===== src/uev_regs.vh =====
// Purpose: Offsets, field positions and reset values of the event and status block.
// Assumes: APB with 32-bit data, one register to an aligned word.
// Notes: Definitions only.
`ifndef UEV_REGS_VH
`define UEV_REGS_VH

`define UEV_OFF_CONTROL 8'h00
`define UEV_OFF_IRQ_ENABLE 8'h08
`define UEV_OFF_IRQ_DISABLE 8'h0C
`define UEV_OFF_IRQ_MASK 8'h10
`define UEV_OFF_CHANNEL_STATUS 8'h14
`define UEV_OFF_RX_HOLDING 8'h18
`define UEV_OFF_TX_HOLDING 8'h1C

`define UEV_NUM_EVENTS 10
`define UEV_BIT_RX_AVAIL 0
`define UEV_BIT_TX_FREE 1
`define UEV_BIT_BREAK 2
`define UEV_BIT_RX_DMA 3
`define UEV_BIT_TX_DMA 4
`define UEV_BIT_OVERRUN 5
`define UEV_BIT_STOP_ERR 6
`define UEV_BIT_PARITY 7
`define UEV_BIT_IDLE 8
`define UEV_BIT_TX_DONE 9

`define UEV_CMD_RX_EN 4
`define UEV_CMD_RX_DIS 5
`define UEV_CMD_TX_EN 6
`define UEV_CMD_TX_DIS 7
`define UEV_CMD_CLR_STATUS 8
`define UEV_CMD_BRK_START 9
`define UEV_CMD_START_TO 11

`define UEV_MASK_RESET 10'h000
`define UEV_CHAR_RESET 8'h00
`define UEV_WORD_ZERO 32'h0000_0000

`endif


===== src/uev_top.v =====
// Purpose: Event mask, channel status and receive holding logic of a serial transceiver.
// Assumes: APB slave on pclk; engine strobes are one-cycle pulses synchronous to pclk.
// Notes: One wait state on every APB access; all outputs come from flip-flops.
//
// Notes on behaviour
// - Writing one to a disable bit clears that mask bit; zero leaves it.
// - Mask register reads one for each enabled source, zero for disabled.
// - Disable, mask and status share one layout; tx done bit 9, idle 8.
// - Receive-available sets on a character, clears on holding read, zero if rx off.
// - Transmit-free is zero while holding is full or break start is pending.
// - Transmit-free and tx done read zero at reset or tx off; enable sets both.
// - Break flag sets on break start or end, held until status clear.
// - Receive DMA end flag follows the receive DMA end signal level.
// - Transmit DMA end flag follows the transmit DMA end signal level.
// - Overrun sets when a byte lands while receive-available is set.
// - Stop-bit error sets on a low stop bit, held until status clear.
// - Parity error on wrong parity, or high parity bit in multi-drop mode.
// - Idle expiry sets on time-out, cleared by start-timeout, zero if value zero.
// - Tx done only with holding and shifter empty and no break being sent.
// - Receive holding returns last character in low eight bits, upper bits zero.
// - Status clear command clears parity, stop-bit, overrun and break flags.
// - Writing one to an enable bit sets that mask bit; zero leaves it.
`timescale 1ns/10ps
`include "uev_regs.vh"
module uev_top (
	input wire pclk,
	input wire presetn,
	input wire psel,
	input wire penable,
	input wire pwrite,
	input wire [7:0] paddr,
	input wire [31:0] pwdata,
	output reg [31:0] prdata,
	output reg pready,
	output reg pslverr,
	input wire rx_char_done,
	input wire [7:0] rx_char,
	input wire rx_stop_low,
	input wire rx_parity_bit,
	input wire rx_parity_expected,
	input wire rx_parity_check,
	input wire multidrop_mode,
	input wire break_start_seen,
	input wire break_end_seen,
	input wire rx_dma_done,
	input wire tx_dma_done,
	input wire idle_expired,
	input wire timeout_value_zero,
	input wire tx_shift_load,
	input wire tx_shift_busy,
	input wire tx_break_active,
	output reg rx_enable,
	output reg tx_enable,
	output reg tx_hold_valid,
	output reg [7:0] tx_hold_data,
	output reg break_start_cmd,
	output reg start_timeout_cmd,
	output reg irq
);
	localparam NEV = `UEV_NUM_EVENTS;
	localparam [1:0] ST_IDLE = 2'b01;
	localparam [1:0] ST_DONE = 2'b10;

	reg [1:0] state_r;
	reg [1:0] state_nxt;
	reg [31:0] rdata_nxt;
	reg err_nxt;
	reg break_seen_r;
	reg stop_err_r;
	reg parity_error_r;
	reg idle_r;
	reg brk_pend_r;
	wire wr_done;
	wire rd_done;
	wire [31:0] wd;
	wire wr_ctrl;
	wire clr_status_cmd;
	wire en_wr;
	wire dis_wr;
	wire rh_read;
	wire [NEV-1:0] mask;
	wire rx_char_avail;
	wire [7:0] rx_hold_char;
	wire overrun_error;
	wire par_bad;
	wire tx_hold_free;
	wire tx_all_done;
	wire [NEV-1:0] status;
	wire irq_nxt;
	reg tx_en_nxt;
	reg rx_en_nxt;
	reg sel_ctrl;
	reg sel_en;
	reg sel_dis;
	reg sel_rh;
	reg sel_th;

	// The request is completed at the edge where pready is seen high.
	assign wr_done = psel && penable && pready && pwrite;
	assign rd_done = psel && penable && pready && !pwrite;
	assign wd = pwdata;
	assign wr_ctrl = wr_done && sel_ctrl;
	assign clr_status_cmd = wr_ctrl && wd[`UEV_CMD_CLR_STATUS];
	assign en_wr = wr_done && sel_en;
	assign dis_wr = wr_done && sel_dis;
	assign rh_read = rd_done && sel_rh;

	// Selects for the registers that have a side effect; others select none.
	always @*
	begin
		sel_ctrl = 1'b0;
		sel_en = 1'b0;
		sel_dis = 1'b0;
		sel_rh = 1'b0;
		sel_th = 1'b0;
		case (paddr)
		`UEV_OFF_CONTROL:
			sel_ctrl = 1'b1;
		`UEV_OFF_IRQ_ENABLE:
			sel_en = 1'b1;
		`UEV_OFF_IRQ_DISABLE:
			sel_dis = 1'b1;
		`UEV_OFF_RX_HOLDING:
			sel_rh = 1'b1;
		`UEV_OFF_TX_HOLDING:
			sel_th = 1'b1;
		default:
			sel_ctrl = 1'b0;
		endcase
	end

	// Disable wins over enable when both appear in one command word.
	always @*
	begin
		rx_en_nxt = rx_enable;
		tx_en_nxt = tx_enable;
		if (wr_ctrl)
		begin
			rx_en_nxt = (rx_enable || wd[`UEV_CMD_RX_EN]) && !wd[`UEV_CMD_RX_DIS];
			tx_en_nxt = (tx_enable || wd[`UEV_CMD_TX_EN]) && !wd[`UEV_CMD_TX_DIS];
		end
	end

	uev_mask #(
		.WIDTH(NEV)
	) u_mask (
		.pclk(pclk),
		.presetn(presetn),
		.en_wr(en_wr),
		.dis_wr(dis_wr),
		.wdata(wd[NEV-1:0]),
		.mask(mask)
	);

	uev_rxhold u_rxhold (
		.pclk(pclk),
		.presetn(presetn),
		.load(rx_char_done),
		.char_in(rx_char),
		.hold_read(rh_read),
		.clr_status(clr_status_cmd),
		.avail_r(rx_char_avail),
		.char_r(rx_hold_char),
		.overrun_r(overrun_error)
	);

	// Multi-drop mode flags any high parity bit instead of a mismatch.
	assign par_bad = rx_parity_check &&
		(multidrop_mode ? rx_parity_bit : (rx_parity_bit != rx_parity_expected));

	assign tx_hold_free = tx_enable && !tx_hold_valid && !brk_pend_r;
	assign tx_all_done = tx_enable && !tx_hold_valid && !tx_shift_busy &&
		!tx_break_active;

	// Shared bit layout of status, mask, enable and disable words.
	assign status[`UEV_BIT_RX_AVAIL] = rx_char_avail && rx_enable;
	assign status[`UEV_BIT_TX_FREE] = tx_hold_free;
	assign status[`UEV_BIT_BREAK] = break_seen_r;
	assign status[`UEV_BIT_RX_DMA] = rx_dma_done;
	assign status[`UEV_BIT_TX_DMA] = tx_dma_done;
	assign status[`UEV_BIT_OVERRUN] = overrun_error;
	assign status[`UEV_BIT_STOP_ERR] = stop_err_r;
	assign status[`UEV_BIT_PARITY] = parity_error_r;
	assign status[`UEV_BIT_IDLE] = idle_r && !timeout_value_zero;
	assign status[`UEV_BIT_TX_DONE] = tx_all_done;

	assign irq_nxt = |(status & mask);

	// Sticky break, stop-bit, parity and idle flags; a new event wins over a clear.
	always @(posedge pclk or negedge presetn)
	begin
		if (!presetn)
		begin
			break_seen_r <= 1'b0;
			stop_err_r <= 1'b0;
			parity_error_r <= 1'b0;
			idle_r <= 1'b0;
		end
		else
		begin
			if (break_start_seen || break_end_seen)
				break_seen_r <= 1'b1;
			else if (clr_status_cmd)
				break_seen_r <= 1'b0;
			if (rx_stop_low)
				stop_err_r <= 1'b1;
			else if (clr_status_cmd)
				stop_err_r <= 1'b0;
			if (par_bad)
				parity_error_r <= 1'b1;
			else if (clr_status_cmd)
				parity_error_r <= 1'b0;
			if (idle_expired)
				idle_r <= 1'b1;
			else if (wr_ctrl && wd[`UEV_CMD_START_TO])
				idle_r <= 1'b0;
		end
	end

	// Receive and transmit enables and the start-timeout pulse.
	always @(posedge pclk or negedge presetn)
	begin
		if (!presetn)
		begin
			rx_enable <= 1'b0;
			tx_enable <= 1'b0;
			start_timeout_cmd <= 1'b0;
		end
		else
		begin
			rx_enable <= rx_en_nxt;
			tx_enable <= tx_en_nxt;
			start_timeout_cmd <= wr_ctrl && wd[`UEV_CMD_START_TO];
		end
	end

	// Transmit holding and break-start request; both are dropped when tx goes off.
	always @(posedge pclk or negedge presetn)
	begin
		if (!presetn)
		begin
			tx_hold_valid <= 1'b0;
			tx_hold_data <= `UEV_CHAR_RESET;
			brk_pend_r <= 1'b0;
			break_start_cmd <= 1'b0;
		end
		else
		begin
			if (!tx_en_nxt)
				tx_hold_valid <= 1'b0;
			else if (wr_done && sel_th)
			begin
				tx_hold_valid <= 1'b1;
				tx_hold_data <= wd[7:0];
			end
			else if (tx_shift_load)
				tx_hold_valid <= 1'b0;
			if (!tx_en_nxt)
				brk_pend_r <= 1'b0;
			else if (wr_ctrl && wd[`UEV_CMD_BRK_START] && !tx_break_active)
				brk_pend_r <= 1'b1;
			else if (tx_break_active)
				brk_pend_r <= 1'b0;
			break_start_cmd <= brk_pend_r && tx_en_nxt && !tx_break_active;
		end
	end

	always @(posedge pclk or negedge presetn)
	begin
		if (!presetn)
			irq <= 1'b0;
		else
			irq <= irq_nxt;
	end

	// Read mux and decode, evaluated during the first access cycle.
	always @*
	begin
		rdata_nxt = `UEV_WORD_ZERO;
		err_nxt = 1'b0;
		case (paddr)
		`UEV_OFF_CONTROL:
			err_nxt = !pwrite;
		`UEV_OFF_IRQ_ENABLE:
			err_nxt = !pwrite;
		`UEV_OFF_IRQ_DISABLE:
			err_nxt = !pwrite;
		`UEV_OFF_TX_HOLDING:
			err_nxt = !pwrite;
		`UEV_OFF_IRQ_MASK:
		begin
			rdata_nxt[NEV-1:0] = mask;
			err_nxt = pwrite;
		end
		`UEV_OFF_CHANNEL_STATUS:
		begin
			rdata_nxt[NEV-1:0] = status;
			err_nxt = pwrite;
		end
		`UEV_OFF_RX_HOLDING:
		begin
			rdata_nxt[7:0] = rx_hold_char;
			err_nxt = pwrite;
		end
		default:
			err_nxt = 1'b1;
		endcase
	end

	always @*
	begin
		state_nxt = state_r;
		case (state_r)
		ST_IDLE:
			if (psel && penable)
				state_nxt = ST_DONE;
		ST_DONE:
			state_nxt = ST_IDLE;
		default:
			state_nxt = ST_IDLE;
		endcase
	end

	// Answer one cycle after the access phase opens.
	always @(posedge pclk or negedge presetn)
	begin
		if (!presetn)
		begin
			state_r <= ST_IDLE;
			pready <= 1'b0;
			pslverr <= 1'b0;
			prdata <= `UEV_WORD_ZERO;
		end
		else
		begin
			state_r <= state_nxt;
			if (state_r == ST_IDLE && psel && penable)
			begin
				pready <= 1'b1;
				pslverr <= err_nxt;
				prdata <= pwrite ? `UEV_WORD_ZERO : rdata_nxt;
			end
			else
			begin
				pready <= 1'b0;
				pslverr <= 1'b0;
			end
		end
	end
endmodule


===== src/uev_mask.v =====
// Purpose: Event mask with set-by-one enable and clear-by-one disable writes.
// Assumes: Enable and disable writes are single-cycle pulses.
// Notes: Reset clears every mask bit.
`timescale 1ns/10ps
`include "uev_regs.vh"
module uev_mask #(
	parameter WIDTH = `UEV_NUM_EVENTS
)(
	input wire pclk,
	input wire presetn,
	input wire en_wr,
	input wire dis_wr,
	input wire [WIDTH-1:0] wdata,
	output wire [WIDTH-1:0] mask
);
	reg [WIDTH-1:0] mask_r;
	genvar i;
	generate
		for (i = 0; i < WIDTH; i = i + 1)
		begin : g_bit
			always @(posedge pclk or negedge presetn)
			begin
				if (!presetn)
					mask_r[i] <= 1'b0;
				else if (en_wr && wdata[i])
					mask_r[i] <= 1'b1;
				else if (dis_wr && wdata[i])
					mask_r[i] <= 1'b0;
			end
		end
	endgenerate
	assign mask = mask_r;
endmodule


===== src/uev_rxhold.v =====
// Purpose: Receive holding register with character-available and overrun flags.
// Assumes: Load, read and clear inputs are single-cycle pulses.
// Notes: A load in the cycle of a read keeps the flag set.
`timescale 1ns/10ps
`include "uev_regs.vh"
module uev_rxhold (
	input wire pclk,
	input wire presetn,
	input wire load,
	input wire [7:0] char_in,
	input wire hold_read,
	input wire clr_status,
	output reg avail_r,
	output reg [7:0] char_r,
	output reg overrun_r
);
	always @(posedge pclk or negedge presetn)
	begin
		if (!presetn)
		begin
			avail_r <= 1'b0;
			char_r <= `UEV_CHAR_RESET;
			overrun_r <= 1'b0;
		end
		else
		begin
			if (load)
			begin
				avail_r <= 1'b1;
				char_r <= char_in;
			end
			else if (hold_read)
				avail_r <= 1'b0;
			if (load && avail_r)
				overrun_r <= 1'b1;
			else if (clr_status)
				overrun_r <= 1'b0;
		end
	end
endmodule


===== config.mk =====
export PLATFORM = sky130hd
export DESIGN_NAME = uev_top
export DESIGN_NICKNAME = d
export VERILOG_FILES = /design/src/uev_top.v /design/src/uev_mask.v /design/src/uev_rxhold.v
export VERILOG_INCLUDE_DIRS = /design/src
export SDC_FILE = /design/constraint.sdc
export NUM_CORES = 1
export LEC_CHECK = 0
export BUFFER_PORTS_ARGS = -buffer_cell sky130_fd_sc_hd__buf_2
export CAP_MARGIN = 0
export CORE_MARGIN = 2
export CORE_UTILIZATION = 51
export CTS_CLUSTER_DIAMETER = 30
export DETAILED_ROUTE_END_ITERATION = 10
export GPL_TIMING_DRIVEN = 0
export PLACE_DENSITY = 0.86
export RECOVER_POWER = 50
export SKIP_CTS_REPAIR_TIMING = 1
export SYNTH_ARGS = -nofsm -noshare
export SYNTH_HDL_FRONTEND = slang
export SYNTH_HIERARCHICAL = 1
export SYNTH_SLANG_ARGS = --single-unit

===== constraint.sdc =====
create_clock -name pclk -period 2.9 [get_ports pclk]
set_clock_uncertainty 0.1 [all_clocks]
set_input_delay 0.145 -clock pclk [delete_from_list [all_inputs] [get_ports pclk]]
set_output_delay 0.145 -clock pclk [all_outputs]
set_load 0.02 [all_outputs]

==> results of run 1 <==
==> cells in the mapped netlist (all sizes together) <==
cell type,n
a21o,2
o21ai,1
nor2b,1
o41ai,3
nand3,4
a22o,11
dfstp,1
a21oi,5
conb,1
inv,8
mux2i,2
o21bai,1
a32oi,1
or4b,1
clkbuf,4
nand2b,6
a222oi,1
or4,1
nand2,32
dfrtp,52
nand4b,1
or3,3
buf,27
xnor2,1
a21bo,1
nor4,4
nor3,7
nand4,3
a32o,1
mux2,24
a22oi,9
a211o,1
nor2,4
and3,1
a221oi,1
nor3b,1
or3b,1
==> path summary, 6_finish.rpt <==
check	startpoint	to	slack (ps)	depth (start not counted)
max in group asynchronous	presetn	prdata[9]	2040	1
hold reg to reg	prdata[0]	prdata[0]	400	2
setup reg to reg	pready	break_seen_r	560	5
setup / recovery	pready	break_seen_r	560	5
hold / removal	presetn	tx_hold_data[4]	-30	1
min in group pclk	pwdata[1]	u_mask/mask[1]	0	2
==> metal layers <==
layer	routed length, um	global-route usage	vias up
li1	-	-	998
met1	2425	0.2787	1061
met2	3239	0.3821	86
met3	419	0.04953	6
met4	78	0.06823	0
met5	0	0	-
==> worst max-delay path: stages, from the launching register on <==
cell           delay, ps
dfrtp_1              370
nand4_1              300
nor3_1               340
nand3_1              250
a211o_1              340
dlygate4sd3_1        550
==> per-stage QoR <==
| stage | instances | hold WS (ps) | util | total power, uW | worst slack, ps |
|---|---|---|---|---|---|
| after floorplan | 249 | -250.6 | - | 887.5 | 907.8 |
| after global placement | 385 | 229.4 | 0.6431 | 951.4 | 666.3 |
| after detailed placement | 385 | 236.8 | 0.6431 | 956.4 | 656.7 |
| after CTS | 393 | -84.28 | 0.6655 | 1437 | 641.6 |
| after global routing | 411 | 4.245 | 0.6953 | 1497 | 424.6 |
| final | 411 | -30.29 | 0.6953 | 1434 | 561.9 |
==> placed cells by master, fill, tap and decap left out, types with 4 or more instances in the layout <==
master	n
buf_2	65
dfrtp_1	52
nand2_1	32
buf_4	23
conb_1	22
dlygate4sd3_1	18
mux2_2	16
a22o_1	11
clkbuf_1	10
a22oi_1	9
inv_1	8
mux2_1	8
nor3_1	7
nand2b_1	6
a21oi_1	5
clkbuf_8	5
nor2_1	4
nand3_1	4
==> sequential cells by signal, indices dropped and copies added, names as in the netlist, 2 cells and up <==
name and flops:
state_r 2, u_rxhold/char_r 8, prdata 10, u_mask/mask 10, tx_hold_data 8
==> cell type report <==
cell class	instances	share of cell area
clock buffers	6	0.02167
well taps	67	0.02503
inverters	8	0.008965
clock inverters	2	0.01046
plain buffers	31	0.06761
repair buffers	87	0.1550
multi-input cells	157	0.3149
flip-flops and latches	53	0.3963
==> logic make-up (layout without fill, tap and decap cells) <==
group | count (synthesis) | after routing | synth area share
other | 1 | 22 | 0.001448
AND/OR/NAND/NOR | 70 | 70 | 0.1440
multiplexers | 26 | 26 | 0.1237
XOR/XNOR | 1 | 1 | 0.003382
AO/OA/AOI/OAI | 38 | 38 | 0.1159
flip-flops | 53 | 53 | 0.5126
buffers and inverters | 39 | 134 | 0.09903
==> power by group through the flow <==
stage / clock, uW / combinational (uW) / sequential [uW]
after floorplan: 0 / 109 / 779
after global placement: 0 / 174 / 777
after detailed placement: 0 / 178 / 778
after CTS: 494 / 179 / 764
after global routing: 527 / 206 / 765
final: 484 / 187 / 763
==> impl_metrics.yaml, run 1 <==
power_and_ir_drop:
  switching_share: 0.2345
  clkPwrFrac: 0.338
  seqPwrFrac: 0.532
  p_switching_uw: 336.2
  power.share.combinational: 0.130
  p_int_uw: 1098
  power_density_nw_per_um2: 428.1
  leakage_uw: 0.001726
  vdd_ir_drop_max_v: 0.0003220
cts:
  cts.sinks: 53
  cts_tree: "done"
  clock-root-buffer: "clkbuf_8"
  clk_pin_slew_ps: 90
  htreeDepth: 2
  ctsLongestPathBuffers: 2
  clock_latency_ps: 300
  cts_buffers: 5
routing:
  viasPerCell: 5.234
  wl_per_cell_um: 15.00
  routed_wl_um: 6163
  ant_nets: 0
  vias: 2151
  drtIter0Drc: 148
  dr.pass1.iters: 4
  post-route-drc-count: 0
worst_setup_path:
  path_class: "flop to flop"
  path_max_fanout: 6
  crit_arrival_ps: 2430
  start_kind: "flop"
  cp.required_ps: 3000
  crit_path_end_kind: "flop"
cells_and_area:
  seqCellArea_sq_um: 1328
  nFillCells: 369
  finish.instance_area_sq_um: 3349
  n_antenna_cell: 0
  multi_input_area_sq_um: 1055
  drive_gt1_frac: 0.3547
  nets: 411
  syn_to_final_growth_pct: 29.32
sta:
  fin_setup_tns_ps: 0
  timing.slew.headroom: 0.2347
  worst_slew_pin_slew_ps: 1148
  hold_viol: 52
  period_share: 0.8062
  slew_viol_final: 0
  setup_viol: 0
  layout_min_cycle_time_ps: 2338
  fmax_ghz: 0.4277
  whs_ps: -30.29
  rsz0062_at_grt: "no"
floorplanning:
  die_h_um: 75.26
  ios: 116
  core-area_sq_um: 4817
  num_rows: 25
  start_util: 0.5377
  fp.dieW_um: 75.26
  die_area_sq_um: 5664
global_route:
  grt_pass1_vias: 1939
  antenna_found_initial: 0
  grt.total_usage: 0.2213
  grt_pass1_wl_um: 9163
  grt_max_degree: 54
  grt-ovfl-total: 0
status:
  status: "finished, violations left"
  violations: "negative hold slack"
placed_design:
  dpl.hpwl_um: 4431
  gp_congestion: 0.9232
  dpl_cell_area_sq_um: 3098
  io_buffers: 69
synthesis:
  synth.area.top_cells: "dfrtp_1, mux2_2, buf_4"
  synth_area_leader_cell: "dfrtp_1"
  synthCells: 228
  seq_area_frac_synth: 0.5126
  syn_area_sq_um: 2590
  yosys.cell_types.count: 43
  ys_ff_latch: 53
  synth_top_area_share: 0.5024
  yosys_warnings: 6
  syn_area_per_cell_sq_um: 11.36
run:
  drv_cap: 0
hold_path:
  min_path_type: "input port to asynchronous set/reset pin"
Power figures use the tool's default switching activity.
==> run 2: changes to the inputs <==
Settings changed: ABC_AREA set to 1, CORE_UTILIZATION 51 to 43, PLACE_DENSITY 0.86 to 0.76.
Clock period 2.9 ns to 2.05 ns, I/O delays scaled along.
==> impl_metrics.yaml, run 2 <==
routing:
  viasPerCell: 4.608
  drtIter0Drc: 115
  post-route-drc-count: 0
  wl_per_cell_um: 11.45
  dr.pass1.iters: 4
  vias: 2576
  routed_wl_um: 6400
  ant_nets: 0
synthesis:
  synthCells: 350
  syn_area_per_cell_sq_um: 7.768
  synth_top_area_share: 0.4786
  ys_top_cells_by_count: "nand2_1, dfrtp_1, nand3_1, nor2_1, buf_4"
  synth.area.top_cells: "dfrtp_1, nand2_1, nand3_1"
  yosys_warnings: 6
  yosysMostFrequentCell: "nand2_1"
  ys_ff_latch: 53
  async_flop_share: 1.000
  synth-main-ff-cell: "dfrtp_1"
  synth_area_leader_cell: "dfrtp_1"
  seq_area_frac_synth: 0.4883
  syn_area_sq_um: 2719
  synth_edf_count: 0
  yosys.cell_types.count: 28
power_and_ir_drop:
  leakage_uw: 0.002061
  vdd_ir_drop_max_v: 0.0003926
  p_total_uw: 1901
  clkPwrFrac: 0.291
  p_switching_uw: 474.6
  p_int_uw: 1427
  seqPwrFrac: 0.567
  power.share.combinational: 0.142
  switching_share: 0.2496
  power_density_nw_per_um2: 520.2
placed_design:
  dpl.hpwl_um: 4657
  io_buffers: 71
  gp_congestion: 0.8798
worst_setup_path:
  crit_arrival_ps: 1750
  crit_slowest_cell: "dfstp_2"
  cpPeakStageDelay_ps: 520
  path_max_fanout: 8
  cp.required_ps: 2180
  crit_path_end_kind: "flop"
  crit_top_cell: "nand2_1"
  start_kind: "flop"
  path_class: "flop to flop"
  crit_chain: "nand4_1 > nor2_1 > a21boi_2 > nand2_1 > nand2_1"
cells_and_area:
  drive_gt1_frac: 0.2252
  layout_common_cells: "nand2_1, buf_2, dfrtp_1"
  fin_util: 0.6065
  nets: 551
  final_common_cell: "nand2_1"
  syn_to_final_growth_pct: 34.42
  nFillCells: 555
  n_antenna_cell: 0
global_route:
  grt.total_usage: 0.1770
  antenna_found_initial: 0
  grt_max_degree: 54
  grt_pass1_vias: 2263
  grt-ovfl-total: 0
  grt_pass1_wl_um: 10090
floorplanning:
  core-area_sq_um: 6026
  ios: 116
  start_util: 0.4512
  fp.dieW_um: 83.52
  num_rows: 28
  die_h_um: 83.52
  die_area_sq_um: 6975
sta:
  fmax_ghz: 0.6198
  rsz0062_at_grt: "no"
  slew_viol_final: 0
  timing.slew.headroom: 0.1358
  worst_slew_pin_slew_ps: 1296
  layout_min_cycle_time_ps: 1613
  period_share: 0.7870
  setup_viol: 0
  fin_setup_tns_ps: 0
  hold_viol: 27
  whs_ps: -20.41
cts:
  cts.sinks: 53
  cts_tree: "done"
  clock_latency_ps: 300
  clk_pin_slew_ps: 90
  cts_buffers: 5
  clock-root-buffer: "clkbuf_8"
  ctsLongestPathBuffers: 2
  htreeDepth: 2
run:
  drv_cap: 0
status:
  status: "finished, violations left"
  violations: "negative hold slack"
hold_path:
  min_path_type: "input port to asynchronous set/reset pin"
## run 2: cell types whose count changed after synthesis, sizes merged, moves of 5 or more
cell,before,now
mux2,24,0
a22oi,9,0
nand3,4,47
inv,8,24
o21ai,1,6
nor2,4,27
nand2,32,142
a22o,11,3
nand2b,6,0
## run 2: critical path, delay by kind of cell, from the launching register on
| family | cells | cell delay, ps |
|---|---|---|
| compound gates | 1 | 330 |
| flops | 1 | 520 |
| simple gates | 4 | 610 |
## run 2: cells by family after synthesis
logic type             share of synthesized area
other                                   0.001379
AOI/OAI and AO/OA                        0.03682
and+or+nand+nor                           0.3566
buffers and inverters                     0.1169
DFF                                       0.4883
## run 2: power by group through the flow
stage                     logic (uW)  clock network [uW]  registers [uW]
after detailed placement         218                   0            1100
after global routing             299                 619            1080
final                            270                 554            1080
after global placement           214                   0            1100
after CTS                        219                 575            1080
after floorplan                  124                   0            1100
## run 2: path summary, 6_finish.rpt
kind	from	depth (start not counted)	end	slack (ps)
max	state_r[0]	5	prdata[4]	440
min	presetn	1	tx_hold_data[5]	-20
max reg2reg	state_r[0]	5	prdata[4]	440
min reg2reg	prdata[6]	2	prdata[6]	380
max in group asynchronous	presetn	1	prdata[4]	1080
min in group pclk	rx_parity_bit	3	parity_error_r	0
## run 2: layout make-up
cell class / instances / area (sq um) / share of cell area
repair buffers: 105 / 680.7 / 0.1862
inverters: 26 / 97.59 / 0.02670
clock inverters: 2 / 10.01 / 0.002739
plain buffers: 29 / 220.2 / 0.06025
well taps: 75 / 93.84 / 0.02568
multi-input cells: 263 / 1152 / 0.3153
clock buffers: 6 / 72.57 / 0.01986
flip-flops and latches: 53 / 1328 / 0.3632
## run 2: metrics by stage
stage | setup WS, ps | cells | cell area [sq um]
5_1_grt | 278.7 | 559 | 3655
6_report | 436.7 | 559 | 3655
2_1_floorplan | 502.0 | 371 | 2798
4_1_cts | 415.0 | 525 | 3329
3_5_place_dp | 437.2 | 517 | 3247
3_3_place_gp | 472.6 | 517 | 3247
## run 2: layer usage
layer | GRT usage | share of wire | wire (um)
met5 | 0 | 0 | 0
met4 | 0.05132 | 0.0059 | 38
met3 | 0.03561 | 0.065 | 417
met2 | 0.2911 | 0.49 | 3141
met1 | 0.2386 | 0.44 | 2803
==> run 3: changes to the inputs <==
Clock period 2.05 ns to 1.4 ns, I/O delays scaled along.
==> impl_metrics.yaml, run 3 (synthesized netlist as in run 2, its figures left out) <==
sta:
  fmax_ghz: 0.6312
  period_share: 1.132
  fin_setup_tns_ps: -2882
  slew_viol_final: 0
  hold_viol: 54
  worst_slew_pin_slew_ps: 1289
  layout_setup_ws_ps: -184.4
  setup_viol: 30
  whs_ps: -63.77
  layout_min_cycle_time_ps: 1584
  rsz0062_at_grt: "yes"
  timing.slew.headroom: 0.1408
floorplanning:
  start_util: 0.4512
  die_area_sq_um: 6975
  core-area_sq_um: 6026
  fp.dieW_um: 83.52
  ios: 116
  die_h_um: 83.52
  num_rows: 28
placed_design:
  dpl.hpwl_um: 4794
  io_buffers: 71
  gp_congestion: 0.8727
  dpl_cell_area_sq_um: 3253
status:
  status: "finished, violations left"
  violations: "negative hold slack, negative setup slack"
cells_and_area:
  fin_util: 0.6439
  nets: 562
  n_antenna_cell: 0
  syn_to_final_growth_pct: 42.71
  seqCellArea_sq_um: 1329
  nFillCells: 500
  multi_input_area_sq_um: 1242
  final_common_cell: "nand2_1"
  drive_gt1_frac: 0.2551
  finish.instance_area_sq_um: 3880
  layout_common_cells: "nand2_1, buf_2, dfrtp_1"
power_and_ir_drop:
  p_total_uw: 2983
  power_density_nw_per_um2: 768.9
  leakage_uw: 0.002134
  vdd_ir_drop_max_v: 0.0006658
cts:
  ctsLongestPathBuffers: 2
  htreeDepth: 2
  cts_tree: "done"
  clock-root-buffer: "clkbuf_8"
  clock_latency_ps: 300
  cts.sinks: 53
  cts_buffers: 5
  clk_pin_slew_ps: 90
worst_setup_path:
  crit_path_end_kind: "flop"
  r2r-end: "tx_hold_data[1]"
  cp.required_ps: 1500
  critical_path.endpoint: "tx_hold_data[1]"
  crit_path_start: "pready"
  start_kind: "flop"
  path_max_fanout: 5
  rr_worst_depth: 8
  crit_arrival_ps: 1690
  r2r_start: "pready"
  reg2reg_slack_ps: -180
  path_class: "flop to flop"
routing:
  vias: 2700
  drtIter0Drc: 170
  post-route-drc-count: 0
  viasPerCell: 4.745
  dr.pass1.iters: 4
  wl_per_cell_um: 12.51
  routed_wl_um: 7116
  ant_nets: 0
global_route:
  grt_pass1_wl_um: 10540
  grt-ovfl-total: 0
  antenna_found_initial: 0
  grt_pass1_vias: 2305
  grt_max_degree: 54
  grt.total_usage: 0.1854
hold_path:
  min_path_type: "input port to asynchronous set/reset pin"
run:
  drv_cap: 0
==> run 3: worst min-delay path by stage <==
| stage | slack (ps) | startpoint | depth (start not counted) | endpoint |
|---|---|---|---|---|
| 2_1_floorplan | -330 | presetn | 0 | break_seen_r |
| 3_3_place_gp | 160 | break_start_seen | 3 | break_seen_r |
| 3_5_place_dp | 170 | break_start_seen | 3 | break_seen_r |
| 4_1_cts | -160 | break_start_seen | 3 | break_seen_r |
| 5_1_grt | 20 | pwrite | 4 | pslverr |
| 6_report | -60 | presetn | 1 | tx_hold_data[5] |
==> run 3: worst max-delay path, stage by stage, from the launching register on <==
cell and delay [ps]:
dfrtp_2 380, inv_2 50, nor3_4 280, inv_2 100
nor3_4 200, buf_6 150, nand2_2 90, nand2_1 80
nand2_1 50
==> run 3: where the power goes <==
part / switching [uW] / total [uW] / internal, uW
Clock: 469 / 988 / 520
Combinational: 224 / 416 / 192
Sequential: 18.7 / 1580 / 1560
==> run 3: final cells by class <==
type,count,area share
Sequential cell,53,0.3425
Multi-Input combinational cell,264,0.3202
Timing Repair Buffer,116,0.2045
Buffer,28,0.05676
Inverter,26,0.02515
Tap cell,75,0.02419
Clock buffer,5,0.01774
Clock inverter,2,0.009029
==> run 3: per-stage QoR <==
| step | std cells | setup WS, ps |
|---|---|---|
| 3_3_place_gp | 517 | -172.3 |
| 4_1_cts | 524 | -238.1 |
| 5_1_grt | 569 | -250.2 |
| 6_report | 569 | -184.4 |
| 3_5_place_dp | 517 | -224.7 |
| 2_1_floorplan | 371 | -65.82 |
==> run 3: per-layer routing <==
layer  vias up  track usage  routed length (um)
met3        14      0.04253                 485
li1       1350            -                   -
met5         -            0                   0
met1      1240       0.2463                2937
met2        96       0.3013                3559
met4         0      0.06158                 133
